$ cat config.mk
export PLATFORM = sky130hd
export DESIGN_NAME = qbp_port_bank
export DESIGN_NICKNAME = d
export VERILOG_FILES = /design/src/qbp_pkg.sv /design/src/qbp_acc_if.sv /design/src/qbp_pin_cell.sv /design/src/qbp_port_bank.sv /design/src/qbp_sfr_dec.sv
export SDC_FILE = /design/constraint.sdc
export NUM_CORES = 1
export LEC_CHECK = 0
export BUFFER_PORTS_ARGS = -buffer_cell sky130_fd_sc_hd__buf_4
export CAP_MARGIN = 0
export CORE_MARGIN = 3
export CORE_UTILIZATION = 35
export CTS_CLUSTER_DIAMETER = 40
export DETAILED_ROUTE_END_ITERATION = 8
export GPL_ROUTABILITY_DRIVEN = 0
export PLACE_DENSITY = 0.6
export SKIP_CTS_REPAIR_TIMING = 1
export SYNTH_ARGS = -nofsm -noshare
export SYNTH_HDL_FRONTEND = slang
export SYNTH_SLANG_ARGS = --single-unit
export TNS_END_PERCENT = 10
$ cat constraint.sdc
create_clock -name sys_clk_in -period 3.5 [get_ports sys_clk_in]
set_clock_uncertainty 0.2 [all_clocks]
set_input_delay 0.175 -clock sys_clk_in [delete_from_list [all_inputs] [get_ports sys_clk_in]]
set_output_delay 0.175 -clock sys_clk_in [all_outputs]
set_load 0.01 [all_outputs]
$ cat src/qbp_pkg.sv
// Constants, types and decode helpers for the quasi-bidirectional port bank
// ----------------------------------------------------------------------------
// ----------------------------------------------------------------------------
package qbp_pkg;

	localparam int NUM_PORTS = 5;
	localparam int PORT_W    = 8;
	localparam int NUM_PINS  = NUM_PORTS * PORT_W;

	// Byte addresses; bit addresses of a port start at the same value
	localparam logic [7:0] PORT_ZERO_ADDR  = 8'h80;
	localparam logic [7:0] PORT_ONE_ADDR   = 8'h90;
	localparam logic [7:0] PORT_TWO_ADDR   = 8'ha0;
	localparam logic [7:0] PORT_THREE_ADDR = 8'hb0;
	localparam logic [7:0] PORT_FOUR_ADDR  = 8'he8;

	localparam logic [7:0] LATCH_RST      = 8'hff;
	localparam logic [7:0] FOUR_LATCH_RST = 8'h7f;
	localparam logic [7:0] FULL_MASK      = 8'hff;
	localparam logic [7:0] FOUR_BASE_MASK = 8'h0f;
	localparam logic [7:0] FOUR_EXT_MASK  = 8'h70;

	// Strong pull-up hold, in CPU clocks
	localparam logic [1:0] STRONG_CLKS = 2'h2;

	typedef enum logic [1:0] {
		QBP_QUASI,
		QBP_INPUT_ONLY,
		QBP_OPEN_DRAIN
	} qbp_mode_t;

	// One-hot port select for an address group of eight
	function automatic logic [NUM_PORTS-1:0] qbp_port_sel(input logic [7:0] addr);
		logic [7:0] base;
		base = {addr[7:3], 3'h0};
		qbp_port_sel = {base == PORT_FOUR_ADDR, base == PORT_THREE_ADDR,
		                base == PORT_TWO_ADDR, base == PORT_ONE_ADDR,
		                base == PORT_ZERO_ADDR};
	endfunction

endpackage

$ cat src/qbp_acc_if.sv
// Access carrier between the register decoder and the port bank core
`timescale 1ns/1ps
`default_nettype none
interface qbp_acc_if;
	import qbp_pkg::*;
	logic [NUM_PORTS-1:0] wr_sel;
	logic [7:0]           wr_mask;
	logic [7:0]           wr_data;
	logic [NUM_PORTS-1:0] rd_sel;
	logic [2:0]           rd_bit;
	logic                 rd_is_bit;
	logic                 rd_en;

	modport dec
	(
		output wr_sel, wr_mask, wr_data, rd_sel, rd_bit, rd_is_bit, rd_en
	);
	modport core
	(
		input wr_sel, wr_mask, wr_data, rd_sel, rd_bit, rd_is_bit, rd_en
	);
endinterface
`default_nettype wire

$ cat src/qbp_pin_cell.sv
// One pin's pull-up, pull-down and strong boost control
`timescale 1ns/1ps
`default_nettype none
module qbp_pin_cell
(
	input  wire logic              sys_clk_in,
	input  wire logic              rst_n_in,
	input  wire logic              present_in,
	input  var  qbp_pkg::qbp_mode_t mode_in,
	input  wire logic              latch_in,
	input  wire logic              pin_in,
	output logic                   pull_down_out,
	output logic                   very_weak_out,
	output logic                   weak_out,
	output logic                   strong_out,
	output logic                   sensed_out
);
	import qbp_pkg::*;

	typedef struct packed {
		logic       prev_latch;
		logic [1:0] boost_cnt;
	} qbp_cell_state_t;

	qbp_cell_state_t st_r;
	qbp_cell_state_t st_nxt;
	logic            quasi;
	logic            rise;

	// ------------------------------------------------------------------
	// Drive
	// ------------------------------------------------------------------
	always_comb
	begin
		quasi         = present_in && (mode_in == QBP_QUASI);
		rise          = quasi && latch_in && !st_r.prev_latch;
		very_weak_out = quasi && latch_in;
		weak_out      = quasi && latch_in && pin_in;
		// Boost starts in the cycle the latch rises, no extra lag
		strong_out    = quasi && latch_in && (rise || (st_r.boost_cnt != 2'h0));
		// Open-drain never pulls up; input-only drives nothing
		pull_down_out = present_in && !latch_in &&
		                ((mode_in == QBP_QUASI) || (mode_in == QBP_OPEN_DRAIN));
		sensed_out    = present_in && pin_in;

		st_nxt            = st_r;
		st_nxt.prev_latch = latch_in;
		if (rise)
			st_nxt.boost_cnt = STRONG_CLKS - 2'h1;
		else if (!quasi || !latch_in)
			st_nxt.boost_cnt = 2'h0;
		else if (st_r.boost_cnt != 2'h0)
			st_nxt.boost_cnt = st_r.boost_cnt - 2'h1;
	end

	always_ff @(posedge sys_clk_in or negedge rst_n_in)
	begin
		if (!rst_n_in)
			st_r <= '{prev_latch: 1'b1, boost_cnt: 2'h0};
		else
			st_r <= st_nxt;
	end

endmodule // qbp_pin_cell
`default_nettype wire

$ cat src/qbp_port_bank.sv
// Five 8-bit port latches with per-pin mode and pull-up control
`timescale 1ns/1ps
`default_nettype none
module qbp_port_bank
(
	input  wire logic                   sys_clk_in,
	input  wire logic                   rst_n_in,
	input  wire logic [7:0]             sfr_addr_in,
	input  wire logic                   sfr_wr_in,
	input  wire logic                   sfr_rd_in,
	input  wire logic                   sfr_rmw_in,
	input  wire logic [7:0]             sfr_wdata_in,
	input  wire logic [7:0]             bit_addr_in,
	input  wire logic                   bit_wr_in,
	input  wire logic                   bit_rd_in,
	input  wire logic                   bit_wdata_in,
	input  wire logic                   mode_wr_in,
	input  wire logic [2:0]             mode_port_in,
	input  wire logic [2:0]             mode_bit_in,
	input  wire logic [1:0]             mode_val_in,
	input  wire logic                   port_four_ext_in,
	input  wire logic [qbp_pkg::NUM_PINS-1:0] pin_in,
	output logic [7:0]                  sfr_rdata_out,
	output logic                        bit_rdata_out,
	output logic                        rd_valid_out,
	output logic                        port_four_ext_out,
	output logic [qbp_pkg::NUM_PINS-1:0] pin_o_out,
	output logic [qbp_pkg::NUM_PINS-1:0] pin_oe_out,
	output logic [qbp_pkg::NUM_PINS-1:0] pull_down_out,
	output logic [qbp_pkg::NUM_PINS-1:0] very_weak_out,
	output logic [qbp_pkg::NUM_PINS-1:0] weak_out,
	output logic [qbp_pkg::NUM_PINS-1:0] strong_out
);
	import qbp_pkg::*;

	typedef struct packed {
		logic [NUM_PORTS-1:0][7:0]            latch;
		qbp_mode_t [NUM_PORTS-1:0][PORT_W-1:0] mode;
		logic                                 ext;
		logic                                 ext_done;
		logic [7:0]                           rdata;
		logic                                 rbit;
		logic                                 rvalid;
	} qbp_bank_state_t;

	qbp_bank_state_t          st_r;
	qbp_bank_state_t          st_nxt;
	qbp_acc_if                acc ();
	logic [NUM_PORTS-1:0][7:0] impl;
	logic [NUM_PORTS-1:0][7:0] sensed;
	logic [NUM_PINS-1:0]      sensed_flat;
	logic [NUM_PINS-1:0]      sd;
	logic [NUM_PINS-1:0]      su;
	logic [7:0]               rd_byte;
	qbp_mode_t                new_mode;

	// ------------------------------------------------------------------
	// Address decode
	// ------------------------------------------------------------------
	qbp_sfr_dec u_dec
	(
		.sfr_addr_in  (sfr_addr_in),
		.sfr_wr_in    (sfr_wr_in),
		.sfr_rd_in    (sfr_rd_in),
		.sfr_wdata_in (sfr_wdata_in),
		.bit_addr_in  (bit_addr_in),
		.bit_wr_in    (bit_wr_in),
		.bit_rd_in    (bit_rd_in),
		.bit_wdata_in (bit_wdata_in),
		.acc          (acc.dec)
	);

	// ------------------------------------------------------------------
	// Implemented bits
	// ------------------------------------------------------------------
	always_comb
	begin
		for (int p = 0; p < NUM_PORTS - 1; p++)
			impl[p] = FULL_MASK;
		// Bit seven never exists; four to six only on the reused-pin variant
		impl[NUM_PORTS-1] = FOUR_BASE_MASK | (st_r.ext ? FOUR_EXT_MASK : 8'h00);
	end

	// ------------------------------------------------------------------
	// Pin cells
	// ------------------------------------------------------------------
	genvar g;
	generate
		for (g = 0; g < NUM_PINS; g++)
		begin : g_pin
			qbp_pin_cell u_cell
			(
				.sys_clk_in    (sys_clk_in),
				.rst_n_in      (rst_n_in),
				.present_in    (impl[g / PORT_W][g % PORT_W]),
				.mode_in       (st_r.mode[g / PORT_W][g % PORT_W]),
				.latch_in      (st_r.latch[g / PORT_W][g % PORT_W]),
				.pin_in        (pin_in[g]),
				.pull_down_out (sd[g]),
				.very_weak_out (very_weak_out[g]),
				.weak_out      (weak_out[g]),
				.strong_out    (su[g]),
				.sensed_out    (sensed_flat[g])
			);
		end
	endgenerate

	// Only the pull-down and strong stages force the wire; the weak pulls are left to the pad
	always_comb
	begin
		pull_down_out = sd;
		strong_out    = su;
		pin_oe_out    = sd | su;
		pin_o_out     = su;
		sensed        = sensed_flat;
	end

	// ------------------------------------------------------------------
	// Next state
	// ------------------------------------------------------------------
	always_comb
	begin
		st_nxt        = st_r;
		st_nxt.rvalid = 1'b0;
		new_mode      = qbp_mode_t'(mode_val_in);
		rd_byte       = 8'h00;

		// Strap is sampled once, the first edge after reset release
		if (!st_r.ext_done)
		begin
			st_nxt.ext      = port_four_ext_in;
			st_nxt.ext_done = 1'b1;
		end

		for (int p = 0; p < NUM_PORTS; p++)
		begin
			if (acc.wr_sel[p])
				st_nxt.latch[p] = ((st_r.latch[p] & ~acc.wr_mask) | (acc.wr_data & acc.wr_mask)) &
				                  impl[p];
			if (acc.rd_sel[p])
				rd_byte = sfr_rmw_in ? (st_r.latch[p] & impl[p]) : sensed[p];
		end

		// Per-pin mode; unused code and missing ports are ignored
		if (mode_wr_in && (mode_port_in < 3'(NUM_PORTS)) && (mode_val_in != 2'h3))
			st_nxt.mode[mode_port_in][mode_bit_in] = new_mode;

		if (acc.rd_en)
		begin
			st_nxt.rvalid = 1'b1;
			st_nxt.rdata  = acc.rd_is_bit ? 8'h00 : rd_byte;
			st_nxt.rbit   = acc.rd_is_bit ? rd_byte[acc.rd_bit] : 1'b0;
		end
	end

	// ------------------------------------------------------------------
	// State register
	// ------------------------------------------------------------------
	always_ff @(posedge sys_clk_in or negedge rst_n_in)
	begin
		if (!rst_n_in)
		begin
			st_r          <= '0;
			st_r.latch[0] <= LATCH_RST;
			st_r.latch[1] <= LATCH_RST;
			st_r.latch[2] <= LATCH_RST;
			st_r.latch[3] <= LATCH_RST;
			st_r.latch[4] <= FOUR_LATCH_RST;
			// Element-wise, so each pin keeps its enum type
			for (int b = 0; b < PORT_W; b++)
			begin
				st_r.mode[0][b] <= QBP_OPEN_DRAIN;
				for (int p = 1; p < NUM_PORTS; p++)
					st_r.mode[p][b] <= QBP_QUASI;
			end
		end
		else
			st_r <= st_nxt;
	end

	assign sfr_rdata_out     = st_r.rdata;
	assign bit_rdata_out     = st_r.rbit;
	assign rd_valid_out      = st_r.rvalid;
	assign port_four_ext_out = st_r.ext;

endmodule // qbp_port_bank
`default_nettype wire

$ cat src/qbp_sfr_dec.sv
// Byte and bit address decoder for the port latches
`timescale 1ns/1ps
`default_nettype none
module qbp_sfr_dec
(
	input  wire logic [7:0] sfr_addr_in,
	input  wire logic       sfr_wr_in,
	input  wire logic       sfr_rd_in,
	input  wire logic [7:0] sfr_wdata_in,
	input  wire logic [7:0] bit_addr_in,
	input  wire logic       bit_wr_in,
	input  wire logic       bit_rd_in,
	input  wire logic       bit_wdata_in,
	qbp_acc_if.dec          acc
);
	import qbp_pkg::*;

	logic [NUM_PORTS-1:0] byte_sel;
	logic [NUM_PORTS-1:0] bitg_sel;

	// ------------------------------------------------------------------
	// Decode
	// ------------------------------------------------------------------
	always_comb
	begin
		byte_sel = (sfr_addr_in[2:0] == 3'h0) ? qbp_port_sel(sfr_addr_in) : '0;
		bitg_sel = qbp_port_sel(bit_addr_in);
		// Byte write wins if the core ever issues both at once
		if (sfr_wr_in)
		begin
			acc.wr_sel  = byte_sel;
			acc.wr_mask = FULL_MASK;
			acc.wr_data = sfr_wdata_in;
		end
		else if (bit_wr_in)
		begin
			acc.wr_sel  = bitg_sel;
			acc.wr_mask = 8'h01 << bit_addr_in[2:0];
			acc.wr_data = {8{bit_wdata_in}};
		end
		else
		begin
			acc.wr_sel  = '0;
			acc.wr_mask = '0;
			acc.wr_data = '0;
		end
		acc.rd_is_bit = bit_rd_in & ~sfr_rd_in;
		acc.rd_en     = sfr_rd_in | bit_rd_in;
		acc.rd_sel    = sfr_rd_in ? byte_sel : (bit_rd_in ? bitg_sel : '0);
		acc.rd_bit    = bit_addr_in[2:0];
	end

endmodule // qbp_sfr_dec
`default_nettype wire

## Yosys cells after proc, flatten, opt, wreduce, memory -nomap -nowiden

Index checks and enable logic that the tools add are counted.
Widths: inputs -> output; s select.

| operators by class | value |
|---|---|
| add/subtract/negate cells | 40 |
| $lt $le $gt $ge | 6 |
| equality and inequality tests | 51 |
| shift operators | 1 |
| multiplexer cells | 150 |
| bitwise gates (word level) | 18 |
| reduce and logical (&&, ||, !) cells | 577 |

Operators with widths:

| cell | number |
|---|---|
| $mux 2 | 121 |
| $logic_and 1x1->1 | 213 |
| $logic_not 1->1 | 120 |
| $logic_or 1x1->1 | 120 |
| $mux 8 | 15 |
| $reduce_bool 3->1 | 40 |
| $bwmux 80 | 1 |
| $eq 2x2->1 const B | 40 |
| $logic_not 2->1 | 40 |
| $reduce_bool 2->1 | 40 |
| $sub 2x1->2 const B | 40 |
| $eq 5x5->1 const B | 10 |
| $and 8x8->8 | 6 |
| $demux 16 s3 | 1 |
| $or 40x40->40 | 1 |
| $or 8x8->8 | 5 |
| $mux 5 | 5 |
| $and 8x7->8 | 2 |
| $mux 16 | 1 |
| $lt 3x4->1 const B | 3 |
| $not 8->8 | 1 |
| $shl 1x3->8 const A | 1 |
| $mux 7 | 1 |
| $demux 2 s3 | 1 |
| 10 further kinds | 15 |

| storage, ports and cells | value |
|---|---|
| flip-flop bits (word level) | 252 |
| output and inout bits | 251 |
| word-level logic and storage cells | 973 |

## Logic depth before layout (Yosys ltp)

| depth | value |
|---|---|
| depth in word-level cells | 11 |
| depth in mapped cells | 9 |
| gate-level depth less buffers | 7 |

## Modules after synthesis

From an unflattened synthesis, not the netlist that was laid out.

| second synthesis, totals | value |
|---|---|
| cell total of the unflattened synthesis | 1356 |
| area total of the unflattened synthesis | 14272.4 um^2 |

Modules (own cells, without submodules):

| module | times used | cells each | area each (um^2) | sequential area each (um^2) |
|---|---|---|---|---|
| qbp_pin_cell | 40 | 17 | 175.2 | 76.3 |
| qbp_port_bank | 1 | 603 | 6805.3 | 3337.0 |
| qbp_sfr_dec | 1 | 73 | 460.4 | 0.0 |

## Least setup slack after synthesis

Ideal clock, no wire load.

| path | value |
|---|---|
| kind | in2reg |
| start | input sfr_rmw_in |
| end | register st_r (netlist bit bit_rdata_out) |
| data arrival time | 1.782 ns |
| required time | 3.166 ns |
| slack | 1.383 ns |
| cell stages on the path | 8 |
| cells stage by stage | buf_2 -> buf_6 -> buf_2 -> mux2_2 -> a21oi_1 -> nand3b_1 -> a2111oi_1 -> nor3_1 |

| on the way | value |
|---|---|
| longest elaborated chain between the ends | 9 |

Ends and longest elaborated chain:

| item | line | text |
|---|---|---|
| start, declared | qbp_port_bank.sv:11 | `input wire logic sfr_rmw_in,` |
| $mux 8 | qbp_port_bank.sv:141 | `rd_byte = sfr_rmw_in ? (st_r.latch[p] & impl[p]) : sensed[p];` |
| $mux 8 (4 in a row) | qbp_port_bank.sv:140 | `if (acc.rd_sel[p])` |
| $mux 8 (*) | qbp_port_bank.sv:140 |  |
| $bmux 1 s3 (*) | qbp_port_bank.sv:152 | `st_nxt.rbit = acc.rd_is_bit ? rd_byte[acc.rd_bit] : 1'b0;` |
| $mux 1 (not written as such) (*) | qbp_port_bank.sv:152 |  |
| $mux 1 (*) | qbp_port_bank.sv:152 |  |
| end signal, assigned | qbp_port_bank.sv:178 | `st_r <= st_nxt;` |
| end, declared | qbp_port_bank.sv:46 | `qbp_bank_state_t st_r;` |

Every way passes the cells marked *; elsewhere a longest branch is shown, timed or not. The select of a mux whose other input is x is not followed.
A chain may end at the register's enable or synchronous reset.

## Worst setup path after layout

| path | value |
|---|---|
| start | input sfr_rd_in |
| end | register st_r (netlist bit sfr_rdata_out[0]) |

| on the way | value |
|---|---|
| longest elaborated chain between the ends | 7 |

Ends and longest elaborated chain:

| item | line | text |
|---|---|---|
| start, declared | qbp_port_bank.sv:10 | `input wire logic sfr_rd_in,` |
| $mux 5 | qbp_sfr_dec.sv:49 | `acc.rd_sel = sfr_rd_in ? byte_sel : (bit_rd_in ? bitg_sel : '0);` |
| $mux 8 (5 in a row) | qbp_port_bank.sv:140 |  |
| $mux 8 | qbp_port_bank.sv:151 | `st_nxt.rdata = acc.rd_is_bit ? 8'h00 : rd_byte;` |

Parallel ways exist; a longest one is shown, timed or not.

==> results.toml <==
[run_status]
status = "finished, violations left"
violations = "negative hold slack"

[route]
vias = 11400
wl_per_cell_microns = 19.4
drt_iter0_drc = 640
drcViolationCount = 0
viasPerCell = 5.04
drt-total-wl_mm = 43.7
drtPass1Iterations = 5
ant_nets = 0

[worst_setup_path]
required_ps = 3800
cp.arrival_ps = 3560
crit_fanout = 14
r2r_cells = 8
start_kind = "primary input"
cp-end-kind = "flop"
path_class = "primary input to flop"

[sta]
worst_pin_slew_ps = 998
holdWs_ps = -15.0
period_share = 0.932
finalHoldViolCount = 5
maxSlewViolCount = 0
setup_viol = 0
layout_min_cycle_time_ps = 3260
max_slew_margin = 0.332
setup_slack_ps = 239
fmax_mhz = 307
rsz0062_at_grt = "no"
final.setup.tns_ps = 0

[synthesis]
synth_area_sq_um = 14500
yosys.cell_types.count = 68
syn_inst = 1518
postSynth.asyncResetShare = 1.00
synth_seq_cells = 246
synth_enable_flop_cells = 0
yosysWarnings = 0
synth.avg_cell_area_sq_um = 9.56
synth_seq_area_share = 0.432
synth-main-ff-cell = "dfrtp_1"

[cts]
cts.clk_slew.worst_paths_ps = 60
insertion_delay_ps = 560
htreeDepth = 2
root_buffer = "clkbuf_16"
cts_tree = "done"
ctsLongestPathBuffers = 3
cts_buffers = 45
clock-sinks = 246

[die]
start_util = 0.359
fp.dieArea_sq_um = 43900
die_x_microns = 210
fp.dieH_microns = 210
io_pins = 333
rows = 73
core-area_sq_um = 40400

[run]
maxCapViolations = 0

[layout]
post-route-util = 0.447
fin_nets = 1814
area_growth_pct = 24.3
drive_gt1_frac = 0.386
fill_cells = 3853

[place]
hpwl_mm = 33.4
post-place-ws_ps = 887
port_buffers = 325

[global_routing]
grt_usage = 0.191
grt_pass1_wl_mm = 65.3
grt_pass1_vias = 11100
antenna_found_initial = 3
overflow = 0
grt_max_degree = 101

[power_and_ir_drop]
p_leak_nw = 8.76
p_per_area_nw_per_um2 = 620
vdd_drop_max_mv = 0.405

[hold_path]
whs_path_depth = 4
hp-class = "primary input to flop"
[through the flow]
stage | std cells | instance area (sq um) | hold WS [ps] | total power [mW]
6_report | 2257 | 18000 | -15.0 | 11.2
5_1_grt | 2256 | 18000 | 2.36 | 11.7
4_1_cts | 2225 | 17700 | -511 | 11.3
3_5_place_dp | 2141 | 16000 | 84.4 | 6.39
3_3_place_gp | 2141 | 16000 | 75.8 | 6.31
2_1_floorplan | 1523 | 14500 | -321 | 5.54
[where the power goes]
group / switching, mW / internal, mW
sequential: 0.344 / 3.32
combinational: 1.39 / 1.31
clock: 1.62 / 3.19
[layout make-up]
type	instances	area, sq um	share of cell area
antenna	2	5.00	0.000277
clock buffer	57	1260	0.0699
clock inverter	27	439	0.0243
inverter	117	439	0.0243
multi-input combinational	914	6100	0.338
sequential	246	6260	0.347
tap	525	657	0.0364
timing repair buffer	369	2880	0.160
[cells by family after synthesis]
kind of cell | Yosys count | share of synthesized area
XOR/XNOR | 39 | 0.0235
flip-flops | 246 | 0.432
AO/OA/AOI/OAI | 236 | 0.101
adder cells (fa/ha/maj) | 39 | 0.0336
AND/OR/NAND/NOR | 467 | 0.161
other | 2 | 0.000518
multiplexers | 126 | 0.0987
buffers and inverters | 363 | 0.150
[worst max-delay path: stages]
cell and delay [ps]:
dlygate4sd3_1 550, buf_4 200, nor2b_1 610, nand2_4 160, o22ai_4 360, a21oi_1 170
dlygate4sd3_1 600, nand2_1 60, dlygate4sd3_1 550, a22o_1 120
[cells in the mapped netlist (8+ instances only)]
cell      count  area (sq um)
buf_4       209          1570
dfrtp_1     160          4000
nor2_1      138           518
nand2_1     128           480
inv_1       117           439
a21oi_1     102           510
mux2_2       97          1090
dfstp_2      86          2260
and3_1       76           475
o21ai_0      45           225
or2_2        40           250
ha_1         39           488
xor2_1       39           342
clkbuf_1     26          97.6
a31oi_1      25           156
mux2i_1      23           230
a41oi_1      13           114
nand3_1      13          65.1
nor2b_1      11          68.8
a22o_1        9          78.8
buf_2         8          40.0
[metal layers]
metal / vias up / share of wire / GRT usage
met1: 5542 / 0.42 / 0.251
met5: - / 0.00071 / 0
met4: 4 / 0.036 / 0.0723
met2: 435 / 0.47 / 0.307
met3: 92 / 0.077 / 0.0454
li1: 5301 / - / -
[worst paths after layout]
| kind | slack (ps) | endpoint | startpoint |
|---|---|---|---|
| min reg2reg | 200 | g_pin[14].u_cell.st_r[2]$_DFF_PN1_ | flop |
| max | 240 | sfr_rdata_out[0]$_DFFE_PN0P_ | sfr_rd_in |
| min in group asynchronous | 40 | g_pin[16].u_cell.st_r[1]$_DFFE_PN0P_ | rst_n_in |
| max reg2reg | 640 | bit_rdata_out$_DFFE_PN0P_ | flop |
| max in group asynchronous | 2040 | g_pin[5].u_cell.st_r[2]$_DFF_PN1_ | rst_n_in |
| min | -10 | sfr_rdata_out[5]$_DFFE_PN0P_ | pin_in[37] |
[cells in the final DEF (no fill, tap or decap), types with 23 or more instances in the layout]
master           n
buf_4          336
dfrtp_1        160
nor2_1         138
nand2_1        128
inv_1          117
a21oi_1        102
mux2_2          97
dfstp_2         86
and3_1          76
o21ai_0         45
clkbuf_16       45
or2_2           40
xor2_1          39
ha_1            39
dlygate4sd3_1   30
a31oi_1         25
mux2i_1         23
No activity file was read; power rests on OpenSTA's default activity.
